$ cat src/hdl/ipu_pkg.sv
package ipu_pkg;
    // ==================================================================
    // Sizes
    localparam int NUM_SRC     = 52;
    localparam int NUM_CH      = 8;
    localparam int VEC_W       = 6;
    localparam int LVL_W       = 3;
    localparam int CNT_W       = 16;
    localparam int ADDR_W      = 24;
    localparam int REG_AW      = 8;
    // ==================================================================
    // Priority levels
    localparam logic [2:0] LVL_OFF  = 3'h0;
    localparam logic [2:0] LVL_DMA  = 3'h6;
    localparam logic [2:0] LVL_NMI  = 3'h7;
    // ==================================================================
    // Register offsets, device side (byte addresses on the plain port)
    localparam logic [7:0] OFS_PRI_PAIR_B   = 8'hD0;
    localparam logic [7:0] OFS_PRI_SINGLE   = 8'hD1;
    localparam logic [7:0] OFS_PRI_TA_LOW   = 8'hD4;
    localparam logic [7:0] OFS_PRI_TA_HIGH  = 8'hD5;
    localparam logic [7:0] OFS_PRI_TB_PAIR  = 8'hD8;
    localparam logic [7:0] OFS_PRI_EXT_ADC  = 8'hF0;
    localparam logic [7:0] OFS_PRI_GEN_BASE = 8'h40;
    localparam logic [7:0] OFS_START_VEC    = 8'h00;
    localparam logic [7:0] OFS_FLAG_CLR     = 8'h08;
    localparam logic [7:0] OFS_XFER_MODE    = 8'h10;
    localparam logic [7:0] OFS_SRC_PTR      = 8'h18;
    localparam logic [7:0] OFS_DST_PTR      = 8'h20;
    localparam logic [7:0] OFS_CNT          = 8'h28;
    localparam logic [7:0] OFS_BURST_END    = 8'h30;
    // ==================================================================
    // Reset values
    localparam logic [7:0]  RST_PRI  = 8'h00;
    localparam logic [5:0]  RST_VEC  = 6'h00;
    // ==================================================================
    // Priority register field positions
    localparam int PRI_LO_FLAG_BIT = 3;
    localparam int PRI_HI_FLAG_BIT = 7;
    // ==================================================================
    // Transfer mode field
    localparam logic [2:0] MODE_DST_INC  = 3'h0;
    localparam logic [2:0] MODE_DST_DEC  = 3'h1;
    localparam logic [2:0] MODE_SRC_INC  = 3'h2;
    localparam logic [2:0] MODE_SRC_DEC  = 3'h3;
    localparam logic [2:0] MODE_BOTH_INC = 3'h4;
    localparam logic [2:0] MODE_BOTH_DEC = 3'h5;
    localparam logic [2:0] MODE_FIXED    = 3'h6;
    localparam logic [2:0] MODE_COUNTER  = 3'h7;
    localparam logic [1:0] UNIT_BYTE     = 2'h0;
    localparam logic [1:0] UNIT_HALF     = 2'h1;
    localparam logic [1:0] UNIT_WORD     = 2'h2;
    localparam logic [1:0] UNIT_RSVD     = 2'h3;
    // ==================================================================
    // Service timing in states
    localparam logic [2:0] STATES_SHORT  = 3'h5;
    localparam logic [2:0] STATES_LONG   = 3'h6;
    // ==================================================================
    // Core side register offsets
    localparam logic [7:0] OFS_CORE_MASK = 8'h00;
    localparam logic [7:0] OFS_CORE_STAT = 8'h04;
    localparam logic [7:0] OFS_CORE_CTRL = 8'h08;
endpackage : ipu_pkg

$ cat src/hdl/ipu_link_if.sv
`timescale 1ns/1ps
interface ipu_link_if;
    import ipu_pkg::*;
    // Interrupt request to the core
    logic             irq_req;
    logic [2:0]       irq_level;
    logic [5:0]       irq_vec;
    logic             irq_ack;
    // DMA request and grant
    logic             dma_req;
    logic [2:0]       dma_chan;
    logic             dma_ack;
    logic             dma_busy;
    // Register port driven by the core
    logic [7:0]       reg_addr;
    logic [31:0]      reg_wdata;
    logic             reg_wr;
    logic             reg_rd;
    logic [31:0]      reg_rdata;
    modport dev
    (
        output irq_req, irq_level, irq_vec, dma_req, dma_chan, dma_busy, reg_rdata,
        input  irq_ack, dma_ack, reg_addr, reg_wdata, reg_wr, reg_rd
    );
    modport core
    (
        input  irq_req, irq_level, irq_vec, dma_req, dma_chan, dma_busy, reg_rdata,
        output irq_ack, dma_ack, reg_addr, reg_wdata, reg_wr, reg_rd
    );
endinterface : ipu_link_if

$ cat src/hdl/ipu_dma_chan.sv
`timescale 1ns/1ps
module ipu_dma_chan
    import ipu_pkg::*;
(
    // Clock and reset
    input  wire logic              sys_clk,
    input  wire logic              rst_b,
    // Start of one service and its settings
    input  wire logic              start,
    input  wire logic [4:0]        xfer_mode_field,
    input  wire logic [23:0]       src_in,
    input  wire logic [23:0]       dst_in,
    input  wire logic [15:0]       cnt_in,
    // Results
    output logic                   busy,
    output logic                   done,
    output logic                   chan_done_irq,
    output logic [23:0]            chan_src_pointer,
    output logic [23:0]            chan_dst_pointer,
    output logic [15:0]            chan_xfer_count
);
    import ipu_pkg::*;
    typedef struct packed {
        logic [2:0]  left;
        logic        busy;
        logic        done;
        logic        tc;
        logic [23:0] src;
        logic [23:0] dst;
        logic [15:0] cnt;
    } ipu_chan_s;
    ipu_chan_s st_ff;
    ipu_chan_s nxt_st;
    logic [23:0] step;
    logic [2:0]  mode;
    // ==================================================================
    // Service sequencer
    always_comb
    begin
        mode = xfer_mode_field[4:2];
        unique case (xfer_mode_field[1:0])
            UNIT_BYTE: step = 24'h000001;
            UNIT_HALF: step = 24'h000002;
            UNIT_WORD: step = 24'h000004;
            UNIT_RSVD: step = 24'h000000;
        endcase
        nxt_st      = st_ff;
        nxt_st.done = 1'b0;
        nxt_st.tc   = 1'b0;
        if (!st_ff.busy && start)
        begin
            nxt_st.busy = 1'b1;
            nxt_st.src  = src_in;
            nxt_st.dst  = dst_in;
            // Bus states after the fetch cycle; last state does the update
            nxt_st.left = (mode == MODE_BOTH_INC || mode == MODE_BOTH_DEC)
                        ? STATES_LONG - 3'h1 : STATES_SHORT - 3'h1;
            nxt_st.cnt  = cnt_in;
        end
        else if (st_ff.busy && st_ff.left != 3'h1)
        begin
            nxt_st.left = st_ff.left - 3'h1;
        end
        else if (st_ff.busy)
        begin
            nxt_st.busy = 1'b0;
            nxt_st.done = 1'b1;
            nxt_st.cnt  = st_ff.cnt - 16'h0001;
            nxt_st.tc   = (st_ff.cnt == 16'h0001);
            unique case (mode)
                MODE_DST_INC:  nxt_st.dst = st_ff.dst + step;
                MODE_SRC_INC:  nxt_st.src = st_ff.src + step;
                MODE_DST_DEC:  nxt_st.dst = st_ff.dst - step;
                MODE_SRC_DEC:  nxt_st.src = st_ff.src - step;
                MODE_BOTH_INC:
                begin
                    nxt_st.src = st_ff.src + step;
                    nxt_st.dst = st_ff.dst + step;
                end
                MODE_BOTH_DEC:
                begin
                    nxt_st.src = st_ff.src - step;
                    nxt_st.dst = st_ff.dst - step;
                end
                MODE_FIXED:    nxt_st.src = st_ff.src;
                MODE_COUNTER:  nxt_st.src = st_ff.src + 24'h000001;
            endcase
        end
    end
    always_ff @(posedge sys_clk)
    begin
        if (!rst_b)
            st_ff <= '0;
        else
            st_ff <= nxt_st;
    end
    assign busy             = st_ff.busy;
    assign done             = st_ff.done;
    assign chan_done_irq    = st_ff.tc;
    assign chan_src_pointer = st_ff.src;
    assign chan_dst_pointer = st_ff.dst;
    assign chan_xfer_count  = st_ff.cnt;
endmodule : ipu_dma_chan

$ cat src/hdl/ipu_ctrl.sv
`timescale 1ns/1ps
// Behaviour
// Destination/source step modes increment, five states
// Destination/source step modes decrement, five states
// Both-address modes step together, six states
// Fixed mode leaves both addresses unchanged
// Counter mode bumps source, no move
// Each service decrements count; zero raises done
// Low mode bits pick 1, 2, 4 bytes
// Software writes only listed mode codes
// One latched request flag per 52 sources
// Flag clears on vector read, DMA, clear
// Three-bit priority; 0 and 7 mask
// Watchdog request always at level 7
// Ties go to the lowest vector
// Priority bits 3 and 7 show flags; code reads back 0 for the OFS_PRI_GEN_BASE block
// Present highest pending request, level, vector
// Core accepts above mask, mask becomes level+1; code also accepts a level equal to the mask
// Return restores the saved mask
// Eight start vectors route sources to channels
// Software loads pointers before enabling DMA
// Lowest numbered DMA channel served first
// Transfer count is sixteen bits wide
// Address step equals the unit size
module ipu_ctrl
    import ipu_pkg::*;
(
    // Clock and reset
    input  wire logic              sys_clk,
    input  wire logic              rst_b,
    // Peripheral request pulses and watchdog
    input  wire logic [51:0]       src_pulse,
    input  wire logic              wdt_nmi,
    // Link to the core
    ipu_link_if.dev                link,
    // Per-channel transfer end
    output logic [7:0]             chan_done_irq
);
    import ipu_pkg::*;
    typedef struct packed {
        logic [51:0]    flag;
        logic [51:0][2:0] pri;
        logic [7:0][5:0]  svec;
        logic [7:0][4:0]  mode;
        logic [7:0][23:0] src;
        logic [7:0][23:0] dst;
        logic [7:0][15:0] cnt;
        logic             nmi;
        logic [2:0]       act_ch;
        logic             act;
        logic [31:0]      rdata;
    } ipu_ctrl_s;
    ipu_ctrl_s   st_ff;
    ipu_ctrl_s   nxt_st;
    logic [2:0]  best_lvl;
    logic [5:0]  best_vec;
    logic        best_any;
    logic [7:0]  ch_pend;
    logic [2:0]  ch_sel;
    logic        ch_any;
    logic        ch_start;
    logic        ch_busy;
    logic        ch_done;
    logic        ch_tc;
    logic [23:0] ch_src;
    logic [23:0] ch_dst;
    logic [15:0] ch_cnt;
    logic [51:0] dma_owned;
    logic [5:0]  reg_idx;
    // ==================================================================
    // Which sources are routed to a channel
    always_comb
    begin
        dma_owned = '0;
        for (int c = 0; c < NUM_CH; c++)
            if (st_ff.svec[c] != RST_VEC && int'(st_ff.svec[c]) < NUM_SRC)
                dma_owned[st_ff.svec[c]] = 1'b1;
    end
    // ==================================================================
    // Level resolve; strict compare keeps the lowest vector on ties
    always_comb
    begin
        best_lvl = LVL_OFF;
        best_vec = 6'h00;
        best_any = 1'b0;
        for (int s = 0; s < NUM_SRC; s++)
            if (st_ff.flag[s] && !dma_owned[s] && st_ff.pri[s] != LVL_OFF
                && st_ff.pri[s] != LVL_NMI && st_ff.pri[s] > best_lvl)
            begin
                best_lvl = st_ff.pri[s];
                best_vec = 6'(s);
                best_any = 1'b1;
            end
        if (st_ff.nmi)
        begin
            best_lvl = LVL_NMI;
            best_vec = 6'h3F;
            best_any = 1'b1;
        end
    end
    // ==================================================================
    // Channel pick: lowest number wins regardless of level
    always_comb
    begin
        ch_sel = 3'h0;
        ch_any = 1'b0;
        for (int c = NUM_CH - 1; c >= 0; c--)
        begin
            ch_pend[c] = st_ff.svec[c] != RST_VEC && int'(st_ff.svec[c]) < NUM_SRC
                       && st_ff.flag[st_ff.svec[c]];
            if (ch_pend[c])
            begin
                ch_sel = 3'(c);
                ch_any = 1'b1;
            end
        end
    end
    assign ch_start = link.dma_ack && ch_any && !st_ff.act;
    ipu_dma_chan u_chan
    (
        .sys_clk          (sys_clk),
        .rst_b            (rst_b),
        .start            (ch_start),
        // Mode follows the active channel, not whichever channel is pending now
        .xfer_mode_field  (st_ff.mode[ch_start ? ch_sel : st_ff.act_ch]),
        .src_in           (st_ff.src[ch_sel]),
        .dst_in           (st_ff.dst[ch_sel]),
        .cnt_in           (st_ff.cnt[ch_sel]),
        .busy             (ch_busy),
        .done             (ch_done),
        .chan_done_irq    (ch_tc),
        .chan_src_pointer (ch_src),
        .chan_dst_pointer (ch_dst),
        .chan_xfer_count  (ch_cnt)
    );
    // ==================================================================
    // Registers, flags and DMA bookkeeping
    always_comb
    begin
        reg_idx = link.reg_addr[7:2];
        nxt_st  = st_ff;
        nxt_st.rdata = 32'h0000_0000;
        if (ch_start)
        begin
            nxt_st.act    = 1'b1;
            nxt_st.act_ch = ch_sel;
        end
        if (ch_done)
        begin
            nxt_st.act                = 1'b0;
            nxt_st.src[st_ff.act_ch]  = ch_src;
            nxt_st.dst[st_ff.act_ch]  = ch_dst;
            nxt_st.cnt[st_ff.act_ch]  = ch_cnt;
            if (ch_tc)
                nxt_st.svec[st_ff.act_ch] = RST_VEC;
        end
        if (link.reg_wr)
        begin
            unique case (link.reg_addr)
                OFS_PRI_PAIR_B:  {nxt_st.pri[2], nxt_st.pri[1]} =
                                 {link.reg_wdata[6:4], link.reg_wdata[2:0]};
                OFS_PRI_SINGLE:  nxt_st.pri[3] = link.reg_wdata[2:0];
                OFS_PRI_TA_LOW:  {nxt_st.pri[5], nxt_st.pri[4]} =
                                 {link.reg_wdata[6:4], link.reg_wdata[2:0]};
                OFS_PRI_TA_HIGH: {nxt_st.pri[7], nxt_st.pri[6]} =
                                 {link.reg_wdata[6:4], link.reg_wdata[2:0]};
                OFS_PRI_TB_PAIR: {nxt_st.pri[9], nxt_st.pri[8]} =
                                 {link.reg_wdata[6:4], link.reg_wdata[2:0]};
                OFS_PRI_EXT_ADC: {nxt_st.pri[10], nxt_st.pri[0]} =
                                 {link.reg_wdata[6:4], link.reg_wdata[2:0]};
                OFS_FLAG_CLR:
                    if (int'(link.reg_wdata[5:0]) < NUM_SRC)
                        nxt_st.flag[link.reg_wdata[5:0]] = 1'b0;
                OFS_BURST_END:
                    if (ch_any)
                        nxt_st.flag[st_ff.svec[ch_sel]] = 1'b0;
                default:
                    if (link.reg_addr[7:6] == 2'h1)
                        nxt_st.pri[reg_idx[3:0] + 6'd11] = link.reg_wdata[2:0];
                    else if (link.reg_addr[7:6] == 2'h0)
                    begin
                        unique case (link.reg_addr[5:3])
                            3'h0: nxt_st.svec[link.reg_addr[2:0]] = link.reg_wdata[5:0];
                            3'h2: nxt_st.mode[link.reg_addr[2:0]] = link.reg_wdata[4:0];
                            3'h3: nxt_st.src[link.reg_addr[2:0]]  = link.reg_wdata[23:0];
                            3'h4: nxt_st.dst[link.reg_addr[2:0]]  = link.reg_wdata[23:0];
                            3'h5: nxt_st.cnt[link.reg_addr[2:0]]  = link.reg_wdata[15:0];
                            default: ;
                        endcase
                    end
            endcase
        end
        if (link.reg_rd)
        begin
            unique case (link.reg_addr)
                OFS_PRI_PAIR_B:  nxt_st.rdata[7:0] = {st_ff.flag[2], st_ff.pri[2],
                                                     st_ff.flag[1], st_ff.pri[1]};
                OFS_PRI_SINGLE:  nxt_st.rdata[7:0] = {4'h0, st_ff.flag[3], st_ff.pri[3]};
                OFS_PRI_TA_LOW:  nxt_st.rdata[7:0] = {st_ff.flag[5], st_ff.pri[5],
                                                     st_ff.flag[4], st_ff.pri[4]};
                OFS_PRI_TA_HIGH: nxt_st.rdata[7:0] = {st_ff.flag[7], st_ff.pri[7],
                                                     st_ff.flag[6], st_ff.pri[6]};
                OFS_PRI_TB_PAIR: nxt_st.rdata[7:0] = {st_ff.flag[9], st_ff.pri[9],
                                                     st_ff.flag[8], st_ff.pri[8]};
                OFS_PRI_EXT_ADC: nxt_st.rdata[7:0] = {st_ff.flag[10], st_ff.pri[10],
                                                     st_ff.flag[0], st_ff.pri[0]};
                default:
                    if (link.reg_addr[7:6] == 2'h0 && link.reg_addr[5:3] == 3'h5)
                        nxt_st.rdata[15:0] = st_ff.cnt[link.reg_addr[2:0]];
                    else if (link.reg_addr[7:6] == 2'h0 && link.reg_addr[5:3] == 3'h0)
                        nxt_st.rdata[5:0] = st_ff.svec[link.reg_addr[2:0]];
            endcase
        end
        // Acknowledges clear, then new pulses set: set wins
        if (link.irq_ack && best_any)
        begin
            if (best_lvl == LVL_NMI)
                nxt_st.nmi = 1'b0;
            else
                nxt_st.flag[best_vec] = 1'b0;
        end
        if (ch_start)
            nxt_st.flag[st_ff.svec[ch_sel]] = 1'b0;
        nxt_st.flag = nxt_st.flag | src_pulse;
        nxt_st.nmi  = nxt_st.nmi | wdt_nmi;
    end
    always_ff @(posedge sys_clk)
    begin
        if (!rst_b)
            st_ff <= '0;
        else
            st_ff <= nxt_st;
    end
    // DMA rides at level 6 above ordinary maskable requests
    assign link.irq_req   = best_any;
    assign link.irq_level = best_lvl;
    assign link.irq_vec   = best_vec;
    assign link.dma_req   = ch_any && !st_ff.act;
    assign link.dma_chan  = ch_sel;
    assign link.dma_busy  = st_ff.act || ch_busy;
    assign link.reg_rdata = st_ff.rdata;
    assign chan_done_irq  = ch_done && ch_tc ? (8'h01 << st_ff.act_ch) : 8'h00;
endmodule : ipu_ctrl

$ cat src/flat_wrapper.sv
// flat-port wrapper written by rule: the top's interface ports become plain ports
module ipu_ctrl_flat import ipu_pkg::*;
  (sys_clk, rst_b, src_pulse, wdt_nmi, chan_done_irq, link_irq_req, link_irq_level, link_irq_vec, link_dma_req, link_dma_chan, link_dma_busy, link_reg_rdata, link_irq_ack, link_dma_ack, link_reg_addr, link_reg_wdata, link_reg_wr, link_reg_rd);
  ipu_link_if link_i ();
  input  wire logic sys_clk;
  input  wire logic rst_b;
  input  wire logic [51:0] src_pulse;
  input  wire logic wdt_nmi;
  output logic [7:0] chan_done_irq;
  output wire logic [$bits(link_i.irq_req)-1:0] link_irq_req;
  output wire logic [$bits(link_i.irq_level)-1:0] link_irq_level;
  output wire logic [$bits(link_i.irq_vec)-1:0] link_irq_vec;
  output wire logic [$bits(link_i.dma_req)-1:0] link_dma_req;
  output wire logic [$bits(link_i.dma_chan)-1:0] link_dma_chan;
  output wire logic [$bits(link_i.dma_busy)-1:0] link_dma_busy;
  output wire logic [$bits(link_i.reg_rdata)-1:0] link_reg_rdata;
  input wire logic [$bits(link_i.irq_ack)-1:0] link_irq_ack;
  input wire logic [$bits(link_i.dma_ack)-1:0] link_dma_ack;
  input wire logic [$bits(link_i.reg_addr)-1:0] link_reg_addr;
  input wire logic [$bits(link_i.reg_wdata)-1:0] link_reg_wdata;
  input wire logic [$bits(link_i.reg_wr)-1:0] link_reg_wr;
  input wire logic [$bits(link_i.reg_rd)-1:0] link_reg_rd;
  assign link_irq_req = link_i.irq_req;
  assign link_irq_level = link_i.irq_level;
  assign link_irq_vec = link_i.irq_vec;
  assign link_dma_req = link_i.dma_req;
  assign link_dma_chan = link_i.dma_chan;
  assign link_dma_busy = link_i.dma_busy;
  assign link_reg_rdata = link_i.reg_rdata;
  assign link_i.irq_ack = link_irq_ack;
  assign link_i.dma_ack = link_dma_ack;
  assign link_i.reg_addr = link_reg_addr;
  assign link_i.reg_wdata = link_reg_wdata;
  assign link_i.reg_wr = link_reg_wr;
  assign link_i.reg_rd = link_reg_rd;
  ipu_ctrl u_core (.sys_clk(sys_clk), .rst_b(rst_b), .src_pulse(src_pulse), .wdt_nmi(wdt_nmi), .link(link_i), .chan_done_irq(chan_done_irq));
endmodule
$ cat config.mk
export PLATFORM = sky130hd
export DESIGN_NAME = ipu_ctrl_flat
export DESIGN_NICKNAME = d
export VERILOG_FILES = /design/src/hdl/ipu_pkg.sv /design/src/hdl/ipu_link_if.sv /design/src/hdl/ipu_dma_chan.sv /design/src/hdl/ipu_ctrl.sv /design/src/flat_wrapper.sv
export SDC_FILE = /design/constraint.sdc
export NUM_CORES = 2
export LEC_CHECK = 0
export BUFFER_PORTS_ARGS = -buffer_cell sky130_fd_sc_hd__buf_2
export CAP_MARGIN = 20
export CORE_ASPECT_RATIO = 1.75
export CORE_MARGIN = 5
export CORE_UTILIZATION = 39
export CTS_CLUSTER_DIAMETER = 60
export DETAILED_ROUTE_END_ITERATION = 6
export SLEW_MARGIN = 20
export SYNTH_ARGS = -nofsm -noshare
export SYNTH_HDL_FRONTEND = slang
export SYNTH_SLANG_ARGS = --single-unit
$ cat constraint.sdc
create_clock -name sys_clk -period 118.9 [get_ports sys_clk]
set_input_delay 11.89 -clock sys_clk [delete_from_list [all_inputs] [get_ports sys_clk]]
set_output_delay 11.89 -clock sys_clk [all_outputs]
set_load 0.005 [all_outputs]
==> run summary <==
outcome: complete, no violations
GPL Wtd Cong: 1.12
most frequent cells in the layout: nand2_1, nor2_1, dfxtp_1, nand3_1, o21ai_0
pin slew with the least headroom to its limit: 1330 ps
arrival time of the worst setup path: 46500 ps
min cycle time layout: 58390 ps
PortBufs: 121
total overflow reported by the global router: 0
Setup TNS Final: 0 ps
buffers inserted by post-CTS timing repair: 0
Core Box Area: 0.0821 mm2
insertion delay to the later sink of the worst-skew pair: 620 ps
critical-path cell with the highest stage delay: o21ai_2
share of total power in combinational logic: 10.1%
global-route wire length before repair: 237 mm
placed cells: 5306
full die area: 0.0888 mm2
EDFF count, synth: 0
Final Hold Fails: 0
M3 GR Usage: 8.64%
sort of element at the end of the critical path: output pin
crit-path leading delay family: compound AO/OA/AOI/OAI gates
Hold-fix buffers, CTS: 0
post-route standard cell area excluding fillers: 0.0351 mm2
leakage: 12.7 nW
GR Util met2: 58.5%
clock buffer count from CTS: 40
Final Cycle Share: 49.1%
pin count of the biggest net entering global routing: 151
area added between synthesis and finish: 8.92%
yosys warns: 0
leading register cell type out of synthesis: dfxtp_1
number of global-route vias before repair: 34500
layer with the highest usage: met2
post-synthesis cell count: 4383
Site Rows: 139
antenna violations before repair: 18
worst hold slack: 492 ps
Detailed Place HPWL: 115 mm
number of cells upsized or downsized after cts: 0
max-slew violations: 0
worst slack, placed: 61440 ps
routed wire length per instance: 30.7 um
critical setup path kind: reg -> out
height of the die: 390 um
most frequent standard cell in the layout excluding fill and tap cells: nand2_1
number of H-tree levels: 2
Peak Freq: 17.1 MHz
TritonCTS clock tree: yes
# clock sinks: 383
slack of the critical path: 60510 ps
areal power density over the cells: 8.43 mW/mm2
Setup Skew: 33.3 ps
maximum resistive drop on vdd: 0.0000120 V
number of max-cap violations: 0
antenna-violating nets left: 0
non-filler cells in the finished layout: 5390
CTS clock-pin slew for the worst setup and hold paths: 60 ps
final net count: 4429
number of different library cells in the post-synthesis netlist: 124
layout cells sized above 1: 13.5%
worst-path maximum fanout: 13
Max Root-Sink Buffers: 3
CTS Root Buffer Type: clkbuf_16
Horiz. Die Dim: 227 um
worst rel slew slack: 11.0%
drc violations: 0
crit start category: flip-flop
detailed router's first-iteration violation count: 4464
post-detailed-routing wire length: 165 mm
Detailed Routing Iterations Pass 1: 7
via density per instance: 6.76
cell internal power dissipation: 0.213 mW
total global routing track utilization: 35.6%
required arrival time at the worst endpoint: 107010 ps
power share of the sequential group: 44.8%
Area after DPL: 0.0337 mm2
Sw Ratio: 28.0%
PnR Total Power: 0.296 mW
mean post-synth cell area: 7.36 um2
initial core utilization: 39.3%
Buf+Inv Stages, Crit Path: 4
unrepaired setup endpoints after global routing: false
Yosys reg bits: 383
cell occurring most often along the worst timing path: nor2_1
share of flip-flops with an asynchronous set or reset after synthesis: 0%
Net Switching: 0.0829 mW
Syn Std Cell Area: 0.0323 mm2
DR vias: 36400
GRT met1 Usage: 37.9%
Final setup viols: 0
sequential fraction of the synthesis area: 23.8%
maximum cell stage delay along the critical path: 620 ps
final cell utilization of the core: 42.8%
relative contribution of the clock network to total power: 45.2%
Ports: 154
path type of the worst min-delay path: reg -> reg
==> metal layers <==
layer  part of all wire, %  vias up
met1                    33    17300
met3                   8.6      856
met4                    11        6
li1                      -    16000
met5                 0.021        -
met2                    47     2251
==> sequential cells by signal, indices dropped and copies added, names as in the netlist <==
signal / count
u_core.link.reg_rdata: 16
u_core.st_ff: 345
u_core.u_chan.busy: 1
u_core.u_chan.chan_done_irq: 1
u_core.u_chan.chan_xfer_count: 16
u_core.u_chan.done: 1
u_core.u_chan.st_ff: 3
==> final timing paths <==
check,start,cells past startpoint,endpoint,slack [ps]
setup / recovery,u_core.st_ff[793]$_SDFF_PN0_,218,link_irq_vec[3],60510
hold reg to reg,u_core.st_ff[558]$_SDFFE_PN0P_,2,u_core.st_ff[558]$_SDFFE_PN0P_,490
setup reg to reg,u_core.st_ff[793]$_SDFF_PN0_,217,u_core.st_ff[802]$_SDFF_PN0_,72730
hold / removal,u_core.st_ff[558]$_SDFFE_PN0P_,2,u_core.st_ff[558]$_SDFFE_PN0P_,490
==> logic make-up (layout without fill, tap and decap cells) <==
logic type                 after synthesis  in the layout  synth area share [%]
other                                    1             27                0.0116
xor gates and xnor gates                11             11                 0.299
adders and majority gates               43             43                  1.63
and+or+nand+nor                       1924           1924                  28.7
DFF                                    383            383                  23.8
muxes                                  319            319                  13.4
buffers and inverters                  547            471                  6.97
AOI/OAI and AO/OA                     1155           1155                  25.2
==> synth_stat cells, types with 27 or more instances <==
cell type	number	area, um2
nand2_1	589	2210
inv_1	115	432
a221oi_1	48	420
clkbuf_1	304	1140
ha_1	37	463
mux2_2	34	383
nand3b_1	27	203
a211oi_1	107	803
o21a_1	27	203
a21oi_1	189	946
o21ai_0	203	1020
nand4_1	38	238
dfxtp_1	383	7670
nand2b_1	36	225
nor2_1	527	1980
mux2i_1	199	1990
a311oi_1	82	718
and3_1	96	601
o211ai_1	32	240
nand3_1	220	1100
mux4_2	86	1940
a31oi_1	109	682
nor3b_1	49	368
or3_1	36	225
nor2b_1	32	200
buf_4	36	270
nor3_1	91	455
a22oi_1	108	811
and2_1	49	307
buf_1	60	225
==> power groups by stage <==
stage               sequential, mW  clock, mW  combinational [mW]
detailed placement           0.135          0              0.0285
global placement             0.135          0              0.0283
global route                 0.133      0.141              0.0310
CTS                          0.132      0.135              0.0285
floorplan                    0.133          0              0.0184
finish                       0.133      0.134              0.0298
==> worst register-to-register path, delay by kind of cell (launching register included) <==
family                     cells  cell delay [ps]
and+or+nand+nor               74            12510
DFF                            1              350
muxes                          7             2350
buffers and inverters          3              430
adders and majority gates     34             9440
AOI/OAI and AO/OA             99            20940
==> final cells by class <==
class,count,area (um2)
timing repair buffer,280,1800
inverter,120,458
fill,8482,47000
antenna,11,27.5
clock inverter,12,119
clock buffer,59,1220
multi-input combinational,3468,22500
tap,1057,1320
sequential,383,7670
Power figures use the tool's default switching activity.
